===== config.mk =====
export PLATFORM = sky130hd
export DESIGN_NAME = sgram_command_timing_guard
export DESIGN_NICKNAME = d
export VERILOG_FILES = /design/src/sgram_command_timing_guard.v /design/src/event_age_counter.v
export VERILOG_INCLUDE_DIRS = /design/src
export SDC_FILE = /design/constraint.sdc
export NUM_CORES = 2
export LEC_CHECK = 0
export ABC_CLOCK_PERIOD_IN_PS = 2800
export BUFFER_PORTS_ARGS = -buffer_cell sky130_fd_sc_hd__buf_2
export CAP_MARGIN = 15
export CORE_ASPECT_RATIO = 0.7
export CORE_MARGIN = 2
export CORE_UTILIZATION = 51
export DETAILED_ROUTE_END_ITERATION = 6
export GPL_TIMING_DRIVEN = 0
export PLACE_DENSITY_LB_ADDON = 0.1
export REMOVE_ABC_BUFFERS = 1
export SLEW_MARGIN = 20
export SYNTH_ARGS = -nofsm -noshare
export SYNTH_HDL_FRONTEND = slang
export SYNTH_SLANG_ARGS = --single-unit

===== constraint.sdc =====
create_clock -name mclk -period 2.8 [get_ports mclk]
set_input_delay 0.28 -clock mclk [delete_from_list [all_inputs] [get_ports mclk]]
set_output_delay 0.28 -clock mclk [all_outputs]
set_load 0.05 [all_outputs]

===== src/sgram_timing_map.vh =====
// Purpose: constants for the graphics DRAM command timing guard
// Assumes: counts are in command clock cycles unless named _NS
// Notes: grade index 0..3 runs from slowest to fastest part
`ifndef SGRAM_TIMING_MAP_VH
`define SGRAM_TIMING_MAP_VH

// user command codes
`define CMD_NOP 4'h0
`define CMD_ACT 4'h1
`define CMD_RD 4'h2
`define CMD_WR 4'h3
`define CMD_WRA 4'h4
`define CMD_PRE 4'h5
`define CMD_REF 4'h6
`define CMD_MRS 4'h7
`define CMD_SRE 4'h8
`define CMD_SRX 4'h9

// pin codes {cs_n, ras_n, cas_n, we_n}
`define PIN_NOP 4'h7
`define PIN_ACT 4'h3
`define PIN_RD 4'h5
`define PIN_WR 4'h4
`define PIN_PRE 4'h2
`define PIN_REF 4'h1
`define PIN_MRS 4'h0
`define AP_BIT 10

// timing by grade: G0, G2 and G3 values, only two for CDLR and XSNR
`define RFC_G0 71
`define RFC_G2 62
`define RFC_G3 57
`define RCDR_G0 18
`define RCDR_G2 16
`define RCDR_G3 15
`define RCDW_G0 14
`define RCDW_G2 12
`define RCDW_G3 11
`define RRD_G0 14
`define RRD_G2 12
`define RRD_G3 11
`define WR_G0 17
`define WR_G2 15
`define WR_G3 14
`define CDLR_G0 9
`define CDLR_G2 8
`define MRD_G0 11
`define MRD_G2 10
`define MRD_G3 9
`define DAL_G0 34
`define DAL_G2 30
`define DAL_G3 28
`define XSNR_G0 120
`define XSNR_G3 110
`define FAW_G0 70
`define FAW_G2 60
`define FAW_G3 55
`define RAS_G0 40
`define RAS_G2 35
`define RAS_G3 32
`define RC_G0 57
`define RC_G2 50
`define RC_G3 46
`define RP_G0 17
`define RP_G2 15
`define RP_G3 14
`define XSR_CK 20000
`define RAS_MAX_CK 100000
`define CKE_MIN 5
`define REFRESH_INTERVAL_NS 3900
`define MCLK_NS 10
`define AGE_W 17

`endif


===== src/sgram_command_timing_guard.v =====
// Purpose: host command gate that spaces commands to a graphics DRAM
// Assumes: one user command per command clock, taken at the launch tick
// Notes: command clock is mclk divided by 2*CK_HALF and driven out
`timescale 1ns/100ps
`default_nettype none
`include "sgram_timing_map.vh"
module sgram_command_timing_guard #(
   parameter GRADE = 0,
   parameter CK_HALF = 8,
   parameter WL = 4,
   parameter BL = 8,
   parameter XSR_CYCLES = `XSR_CK,
   parameter RAS_MAX_CYCLES = `RAS_MAX_CK
) (
   input wire mclk,
   input wire srst,
   input wire cmd_valid,
   input wire [3:0] cmd_code,
   input wire [2:0] cmd_bank,
   input wire [12:0] cmd_addr,
   output wire cmd_ready,
   output wire refresh_due,
   output wire row_overdue,
   output wire self_refresh,
   output wire ck_out,
   output wire cke_out,
   output wire cs_n_out,
   output wire ras_n_out,
   output wire cas_n_out,
   output wire we_n_out,
   output wire [2:0] ba_out,
   output wire [12:0] addr_out,
   output wire write_strobe_out,
   output wire write_strobe_oe_n
);
   function integer gsel;
      input integer g;
      input integer v0;
      input integer v1;
      input integer v2;
      input integer v3;
      begin
         gsel = (g == 0) ? v0 : (g == 1) ? v1 : (g == 2) ? v2 : v3;
      end
   endfunction

   function ge;
      input [`AGE_W-1:0] a;
      input integer n;
      begin
         ge = ({15'h0000, a} >= n);
      end
   endfunction

   // write data ends this many clocks after the write command
   localparam integer WDAT = WL + BL / 2;
   localparam integer T_RFC = gsel(GRADE, `RFC_G0, `RFC_G0, `RFC_G2, `RFC_G3);
   localparam integer T_RCDR = gsel(GRADE, `RCDR_G0, `RCDR_G0, `RCDR_G2, `RCDR_G3);
   localparam integer T_RCDW = gsel(GRADE, `RCDW_G0, `RCDW_G0, `RCDW_G2, `RCDW_G3);
   localparam integer T_RRD = gsel(GRADE, `RRD_G0, `RRD_G0, `RRD_G2, `RRD_G3);
   localparam integer T_WR = gsel(GRADE, `WR_G0, `WR_G0, `WR_G2, `WR_G3) + WDAT;
   localparam integer T_CDLR = gsel(GRADE, `CDLR_G0, `CDLR_G0, `CDLR_G2, `CDLR_G2) + WDAT;
   localparam integer T_MRD = gsel(GRADE, `MRD_G0, `MRD_G0, `MRD_G2, `MRD_G3);
   localparam integer T_DAL = gsel(GRADE, `DAL_G0, `DAL_G0, `DAL_G2, `DAL_G3) + WDAT;
   localparam integer T_XSNR = gsel(GRADE, `XSNR_G0, `XSNR_G0, `XSNR_G0, `XSNR_G3);
   localparam integer T_FAW = gsel(GRADE, `FAW_G0, `FAW_G0, `FAW_G2, `FAW_G3);
   localparam integer T_RAS = gsel(GRADE, `RAS_G0, `RAS_G0, `RAS_G2, `RAS_G3);
   localparam integer T_RC = gsel(GRADE, `RC_G0, `RC_G0, `RC_G2, `RC_G3);
   localparam integer T_RP = gsel(GRADE, `RP_G0, `RP_G0, `RP_G2, `RP_G3);
   localparam integer T_REFI = `REFRESH_INTERVAL_NS / (2 * CK_HALF * `MCLK_NS);
   // strobe sequence positions, in half clocks after the write launch
   localparam [7:0] H_PRE_HI = 2 * WL - 4;
   localparam [7:0] H_PRE_LO = 2 * WL - 2;
   localparam [7:0] H_BURST = 2 * WL;
   localparam [7:0] H_POST = 2 * WL + BL;
   localparam [7:0] H_END = 2 * WL + BL + 2;
   // age counter slots
   localparam NAGE = 34;
   localparam A_PRE = 8;
   localparam A_WR = 16;
   localparam A_REF = 24;
   localparam A_MRS = 25;
   localparam A_SRX = 26;
   localparam A_ACT = 27;
   localparam A_WRG = 28;
   localparam A_CKE = 29;
   localparam A_FAW = 30;

   reg [7:0] div_ff;
   reg ck_ff;
   reg cke_ff;
   reg sr_ff;
   reg [3:0] pin_ff;
   reg [2:0] ba_ff;
   reg [12:0] addr_ff;
   reg [7:0] open_ff;
   reg [7:0] apre_ff;
   reg [1:0] faw_ptr_ff;
   reg wbusy_ff;
   reg [7:0] hs_ff;
   reg ws_ff;
   reg ws_oe_n_ff;
   reg legal;
   reg [NAGE-1:0] ev;
   reg [3:0] nxt_pin;
   reg nxt_ws;
   reg nxt_ws_oe_n;
   wire [`AGE_W-1:0] age [0:NAGE-1];
   wire half;
   wire tick;
   wire take;
   wire [7:0] bsel;
   wire all_closed;
   genvar gi;

   // command clock divider; commands launch on its falling edge so
   // they are stable half a clock before the device samples them
   assign half = (div_ff == CK_HALF - 1);
   assign tick = half & ck_ff;
   always @(posedge mclk) begin
      if (srst) begin
         div_ff <= 8'h00;
         ck_ff <= 1'b0;
      end else begin
         div_ff <= half ? 8'h00 : div_ff + 8'h01;
         ck_ff <= half ? ~ck_ff : ck_ff;
      end
   end

   generate
      for (gi = 0; gi < NAGE; gi = gi + 1) begin : g_age
         event_age_counter #(.W(`AGE_W)) u_age (
            .mclk(mclk),
            .srst(srst),
            .tick(tick),
            .clear(ev[gi]),
            .age(age[gi])
         );
      end
   endgenerate

   assign bsel = 8'h01 << cmd_bank;
   assign all_closed = (open_ff == 8'h00);
   // refresh owed once the interval since the last one has run out
   assign refresh_due = ge(age[A_REF], T_REFI);
   assign row_overdue = |(open_ff & {ge(age[7], RAS_MAX_CYCLES), ge(age[6], RAS_MAX_CYCLES),
      ge(age[5], RAS_MAX_CYCLES), ge(age[4], RAS_MAX_CYCLES), ge(age[3], RAS_MAX_CYCLES),
      ge(age[2], RAS_MAX_CYCLES), ge(age[1], RAS_MAX_CYCLES), ge(age[0], RAS_MAX_CYCLES)});

   // legality of the offered command against every spacing limit
   always @* begin
      legal = ge(age[A_REF], T_RFC) && ge(age[A_MRS], T_MRD);
      if (cmd_code != `CMD_RD && cmd_code != `CMD_SRX) begin
         legal = legal && ge(age[A_SRX], T_XSNR);
      end
      if (refresh_due && cmd_code != `CMD_PRE && cmd_code != `CMD_REF) begin
         legal = 1'b0;
      end
      if (sr_ff && cmd_code != `CMD_SRX) begin
         legal = 1'b0;
      end
      case (cmd_code)
         `CMD_ACT: begin
            legal = legal && !open_ff[cmd_bank] && ge(age[A_PRE + cmd_bank], T_RP)
               && ge(age[cmd_bank], T_RC)
               && ge(age[A_ACT], T_RRD)
               && ge(age[A_FAW + faw_ptr_ff], T_FAW)
               && (!apre_ff[cmd_bank] || ge(age[A_WR + cmd_bank], T_DAL));
         end
         `CMD_RD: begin
            legal = legal && open_ff[cmd_bank] && ge(age[cmd_bank], T_RCDR)
               && ge(age[A_WRG], T_CDLR)
               && ge(age[A_SRX], XSR_CYCLES);
         end
         `CMD_WR, `CMD_WRA: begin
            legal = legal && open_ff[cmd_bank] && !wbusy_ff
               && ge(age[cmd_bank], T_RCDW);
         end
         `CMD_PRE: begin
            legal = legal && open_ff[cmd_bank] && ge(age[cmd_bank], T_RAS)
               && ge(age[A_WR + cmd_bank], T_WR);
         end
         `CMD_REF, `CMD_MRS: begin
            legal = legal && all_closed;
         end
         `CMD_SRE: begin
            legal = legal && all_closed && ge(age[A_CKE], `CKE_MIN);
         end
         `CMD_SRX: begin
            legal = sr_ff && ge(age[A_CKE], `CKE_MIN);
         end
         default: begin
            legal = 1'b0;
         end
      endcase
   end

   // ready only at a launch tick, so a command is held until then
   assign cmd_ready = tick & legal;
   assign take = cmd_valid & cmd_ready;

   // events restart the age counters and pick the pin code
   always @* begin
      ev = {NAGE{1'b0}};
      nxt_pin = `PIN_NOP;
      if (take) begin
         case (cmd_code)
            `CMD_ACT: begin
               ev[A_ACT] = 1'b1;
               ev[A_FAW + faw_ptr_ff] = 1'b1;
               ev[cmd_bank] = 1'b1;
               nxt_pin = `PIN_ACT;
            end
            `CMD_RD: nxt_pin = `PIN_RD;
            `CMD_WR, `CMD_WRA: begin
               ev[A_WRG] = 1'b1;
               ev[A_WR + cmd_bank] = 1'b1;
               nxt_pin = `PIN_WR;
            end
            `CMD_PRE: begin
               ev[A_PRE + cmd_bank] = 1'b1;
               nxt_pin = `PIN_PRE;
            end
            `CMD_REF: begin
               ev[A_REF] = 1'b1;
               nxt_pin = `PIN_REF;
            end
            `CMD_MRS: begin
               ev[A_MRS] = 1'b1;
               nxt_pin = `PIN_MRS;
            end
            `CMD_SRE: begin
               ev[A_CKE] = 1'b1;
               ev[A_REF] = 1'b1;
               nxt_pin = `PIN_REF;
            end
            `CMD_SRX: begin
               ev[A_CKE] = 1'b1;
               ev[A_SRX] = 1'b1;
            end
            default: nxt_pin = `PIN_NOP;
         endcase
      end
   end

   // pins, bank state and self refresh state move only at launch ticks
   always @(posedge mclk) begin
      if (srst) begin
         pin_ff <= `PIN_NOP;
         ba_ff <= 3'h0;
         addr_ff <= 13'h0000;
         cke_ff <= 1'b1;
         sr_ff <= 1'b0;
         open_ff <= 8'h00;
         apre_ff <= 8'h00;
         faw_ptr_ff <= 2'h0;
      end else if (tick) begin
         pin_ff <= nxt_pin;
         if (take) begin
            ba_ff <= cmd_bank;
            addr_ff <= cmd_addr;
            if (cmd_code == `CMD_WRA) begin
               addr_ff[`AP_BIT] <= 1'b1;
            end else if (cmd_code == `CMD_WR) begin
               addr_ff[`AP_BIT] <= 1'b0;
            end
         end
         if (take && cmd_code == `CMD_ACT) begin
            open_ff <= open_ff | bsel;
            apre_ff <= apre_ff & ~bsel;
            faw_ptr_ff <= faw_ptr_ff + 2'h1;
         end
         if (take && cmd_code == `CMD_PRE) begin
            open_ff <= open_ff & ~bsel;
         end
         if (take && cmd_code == `CMD_WRA) begin
            open_ff <= open_ff & ~bsel;
            apre_ff <= apre_ff | bsel; // bank closes itself after the burst
         end
         if (take && cmd_code == `CMD_SRE) begin
            cke_ff <= 1'b0;
            sr_ff <= 1'b1;
         end
         if (take && cmd_code == `CMD_SRX) begin
            cke_ff <= 1'b1;
            sr_ff <= 1'b0;
         end
      end
   end

   // strobe shape per half clock: predrive high, preamble low, toggle,
   // postamble low, final high driven by us, then release
   always @* begin
      nxt_ws = 1'b1;
      nxt_ws_oe_n = 1'b1;
      if (wbusy_ff) begin
         if (hs_ff >= H_PRE_HI && hs_ff < H_PRE_LO) begin
            nxt_ws_oe_n = 1'b0; // already high, so no rise here
         end else if (hs_ff >= H_PRE_LO && hs_ff < H_BURST) begin
            nxt_ws = 1'b0;
            nxt_ws_oe_n = 1'b0;
         end else if (hs_ff >= H_BURST && hs_ff < H_POST) begin
            nxt_ws = ~hs_ff[0];
            nxt_ws_oe_n = 1'b0;
         end else if (hs_ff == H_POST) begin
            nxt_ws = 1'b0;
            nxt_ws_oe_n = 1'b0;
         end else if (hs_ff == H_POST + 8'h01) begin
            nxt_ws = 1'b1;
            nxt_ws_oe_n = 1'b0; // termination alone may not lift it
         end
      end
   end

   always @(posedge mclk) begin
      if (srst) begin
         wbusy_ff <= 1'b0;
         hs_ff <= 8'h00;
         ws_ff <= 1'b1;
         ws_oe_n_ff <= 1'b1;
      end else begin
         if (take && (cmd_code == `CMD_WR || cmd_code == `CMD_WRA)) begin
            wbusy_ff <= 1'b1;
            hs_ff <= 8'h00;
         end else if (wbusy_ff && half) begin
            hs_ff <= hs_ff + 8'h01;
            wbusy_ff <= (hs_ff + 8'h01 < H_END);
         end
         if (half) begin
            ws_ff <= nxt_ws;
            ws_oe_n_ff <= nxt_ws_oe_n;
         end
      end
   end

   assign self_refresh = sr_ff;
   assign ck_out = ck_ff;
   assign cke_out = cke_ff;
   assign cs_n_out = pin_ff[3];
   assign ras_n_out = pin_ff[2];
   assign cas_n_out = pin_ff[1];
   assign we_n_out = pin_ff[0];
   assign ba_out = ba_ff;
   assign addr_out = addr_ff;
   assign write_strobe_out = ws_ff;
   assign write_strobe_oe_n = ws_oe_n_ff;
endmodule // sgram_command_timing_guard
`default_nettype wire


===== src/event_age_counter.v =====
// Purpose: counts command clock cycles since an event, saturating
// Assumes: tick is a one-cycle pulse once per command clock
// Notes: reset leaves the counter saturated so every minimum spacing is met
`timescale 1ns/100ps
`default_nettype none
module event_age_counter #(
   parameter W = 17
) (
   input wire mclk,
   input wire srst,
   input wire tick,
   input wire clear,
   output wire [W-1:0] age
);
   reg [W-1:0] age_ff;
   reg [W-1:0] nxt_age;

   // event restarts at one so age equals ticks elapsed at later ticks
   always @* begin
      nxt_age = age_ff;
      if (tick && clear) begin
         nxt_age = {{(W-1){1'b0}}, 1'b1};
      end else if (tick && (age_ff != {W{1'b1}})) begin
         nxt_age = age_ff + {{(W-1){1'b0}}, 1'b1};
      end
   end

   always @(posedge mclk) begin
      if (srst) begin
         age_ff <= {W{1'b1}};
      end else begin
         age_ff <= nxt_age;
      end
   end

   assign age = age_ff;
endmodule // event_age_counter
`default_nettype wire


==> results.txt <==
Post-synth cell types - 73
Failing checks - setup timing
IO Pins - 51
CTS sink cnt - 391
Worst-path clk slew - 60 ps
Syn Inst Count - 2,317
Leak - 0.00841 µW
Switching part of the total - 0.220
Via density - 5.64
Max clock buf depth - 3
Num CTS Buffers - 40
Share of the synthesized area in the top cell type - 0.408
CP arrival - 2690 ps
Drt first pass iters - 5
Fin area - 0.0225 mm²
Worst Setup Slack, final - -171 ps
Worst VDD drop - 0.000341 V
P_sw - 2490 µW
Unrepaired setup endpoints after global routing - yes
Finished Layout Cells - 2,876
Top cells by area, synth - dfxtp_1, nand2_1, xor2_1, nand3_1, xnor2_1
Crit end category - output port
Post-synthesis sequential area ratio - 0.408
Crit start category - flip-flop
Main synth FF type - dfxtp_1
GRT Residual Overflow - 0
Slew HR - 0.271
Comb power frac - 0.028
Shortest period the worst path allows - 2970 ps
Die Span X - 236 µm
Antenna violations before repair - 0
Setup Viol. Count Final - 54
Post-synth top area cell - dfxtp_1
Routability cong. - 0.843
Reg power frac - 0.493
Power Density - 502 mW/mm²
F_max - 337 MHz
Synth async-reset ratio - 0
Placed Area - 0.0197 mm²
Yosys reg bits - 391
Top-count cell post-synth - nand2_1
DRC violations left - 0
Top cells by count, synth - nand2_1, dfxtp_1, xor2_1
Fill cells - 3,259
H-tree Lvls - 2
TritonCTS clock tree - yes
Largest net degree at the start of global routing - 132
Syn avg cell area - 8.28 µm²
Routed wire length - 48.0 mm
CP required - 2520 ps
Vias in the first global route - 14,800
I/O Buffers - 49
Total core area - 0.0371 mm²
Die height - 166 µm
Post-synthesis cell area - 0.0192 mm²
Hold crit path type - input port to flip-flop
P_int - 8800 µW
Die Area - 0.0392 mm²
DP Cell Count - 2,744
DRT iter0 DRCs - 1,265
Design Power - 11,300 µW
Via count - 16,200
Pins over their slew limit - 0
First-pass GRT wire length - 77.0 mm
Detailed-placement wirelength estimate - 30.1 mm
Clk_lat worst skew - 540 ps
Period utilization - 1.06
Root Buffer Master - clkbuf_16
Row count - 59
Status - finished with violations
Total negative slack - -5480 ps
Clock power share - 0.479
Tot GR Track Use - 0.237
Drt wl/cell - 16.7 µm
Layout Nets - 2,438
Area Overhead vs Synth - 17.0%
Layout cells sized above 1 - 0.143
Initial Util - 0.517
Skew final - 14.1 ps
Hold Fails Final Rpt - 0
Max-cap violations - 0
Worst-path maximum fanout - 4
Worst-margin pin slew - 1090 ps
Post-route ant nets - 0
Inserted Diodes - 0
Final core occ - 0.605
Warnings from Yosys - 0
Number of synthesized flops with an enable pin - 0
Setup CP Type - flip-flop to output port
cells in the final DEF, fill, tap and decap left out, types with 9 or more instances in the layout:
cell type      Yosys  final
nor2_2             0      9
clkbuf_16          0     44
nor4_1            50     31
nor2_1           163    136
nor4_4             3     12
inv_1             48     46
buf_4              3     29
nor4_2             2     12
clkinv_2           0     13
mux2i_1           13     11
xnor2_1           92     92
o21ai_0           95     89
buf_2             14     44
a21oi_1           83     61
ha_1              56     52
o211ai_1           9      9
dfxtp_2            0     22
dlygate4sd3_1      0     12
and2_1             9      9
or3_1             38     38
xor2_1           188    188
nand4_1           62     62
nand2_1          444    443
and4_1            20     19
nor3_1            52     44
nor2_4             1     19
mux4_2            16     16
and3_1            69     68
a21oi_2            0     22
buf_6              5     15
dfxtp_1          391    363
nand3_1          178    174
logic make-up (layout without fill, tap and decap cells):
logic type,Yosys count,in the layout,synth area share
multiplexers,31,31,0.0267
XOR/XNOR,280,280,0.128
buffers and inverters,165,234,0.0357
AND/OR/NAND/NOR,1130,1130,0.282
AO/OA/AOI/OAI,263,265,0.0829
adder cells (fa/ha/maj),56,56,0.0365
other,1,1,0.000195
flip-flops,391,391,0.408
stage by stage:
| stage | hold WS, ps | setup WS [ps] |
|---|---|---|
| 6_report | 85.4 | -171 |
| 5_1_grt | 90.6 | -258 |
| 4_1_cts | 71.3 | -205 |
| 3_5_place_dp | 440 | -1600 |
| 3_3_place_gp | 425 | -3670 |
| 2_1_floorplan | 347 | -1070 |
worst max-delay path, stage by stage (launching register included):
cell      delay (ps)
dfxtp_1          340
nor4_1           540
mux4_2           400
a22o_1           130
nand4b_1         100
buf_4            180
a31oi_4          240
nor3_2            70
buf_6            150
worst paths after layout:
| path | startpoint | end | slack [ps] | cells after the start |
|---|---|---|---|---|
| setup / recovery | g_age[21].u_age.age[9]$_SDFFE_PP1P_ | cmd_ready | -170 | 8 |
| setup reg to reg | g_age[24].u_age.age[8]$_SDFFE_PP1P_ | g_age[26].u_age.age[9]$_SDFFE_PP1P_ | -170 | 13 |
| hold reg to reg | faw_ptr_ff[0]$_SDFFE_PP0P_ | faw_ptr_ff[0]$_SDFFE_PP0P_ | 450 | 2 |
| hold / removal | cmd_addr[4] | addr_out[4]$_SDFFE_PP0P_ | 90 | 3 |
power by group through the flow:
| stage | Sequential [µW] | Combinational, µW | Clock (µW) |
|---|---|---|---|
| 5_1_grt | 5560 | 337 | 5790 |
| 3_5_place_dp | 5690 | 266 | 0 |
| 6_report | 5560 | 313 | 5410 |
| 2_1_floorplan | 5690 | 123 | 0 |
| 3_3_place_gp | 5690 | 252 | 0 |
| 4_1_cts | 5570 | 291 | 5540 |
registers in the layout, indices dropped and copies added, names as in the netlist, named ones only:
| register | flops |
|---|---|
| ck_out | 1 |
| ba_out | 3 |
| div_ff | 8 |
| wbusy_ff | 1 |
| write_strobe_oe_n | 1 |
| faw_ptr_ff | 2 |
| hs_ff | 8 |
| self_refresh | 1 |
| cke_out | 1 |
| write_strobe_out | 1 |
| addr_out | 13 |
| pin_ff | 3 |
| g_age.u_age.age | 340 |
cell type report:
cell class,count,area [µm²],area share
clock inverters,18,171,0.00763
clock buffers,53,1140,0.0508
inverters,49,199,0.00886
flip-flops and latches,391,7880,0.351
well taps,488,611,0.0272
repair buffers,113,1010,0.0451
multi-input cells,1763,11400,0.509
repair inverters,1,7.51,0.000334
layer usage:
metal / wire (µm) / up-vias / global-route usage
li1: - / 8102 / -
met1: 24300 / 7711 / 0.351
met2: 20300 / 344 / 0.350
met3: 2510 / 70 / 0.0460
met4: 908 / 0 / 0.0620
met5: 0 / - / 0
repair_timing:
item / CTS / global route
pin swaps: 20 / 27
hold buffers: 12 / 0
endpoints found under the setup margin: 176 / 186
cloned: 2 / 4
buffers inserted: 21 / 24
gates resized for setup: 64 / 156
endpoints found under the hold margin: 12 / 0
No activity file was read; power rests on OpenSTA's default activity.
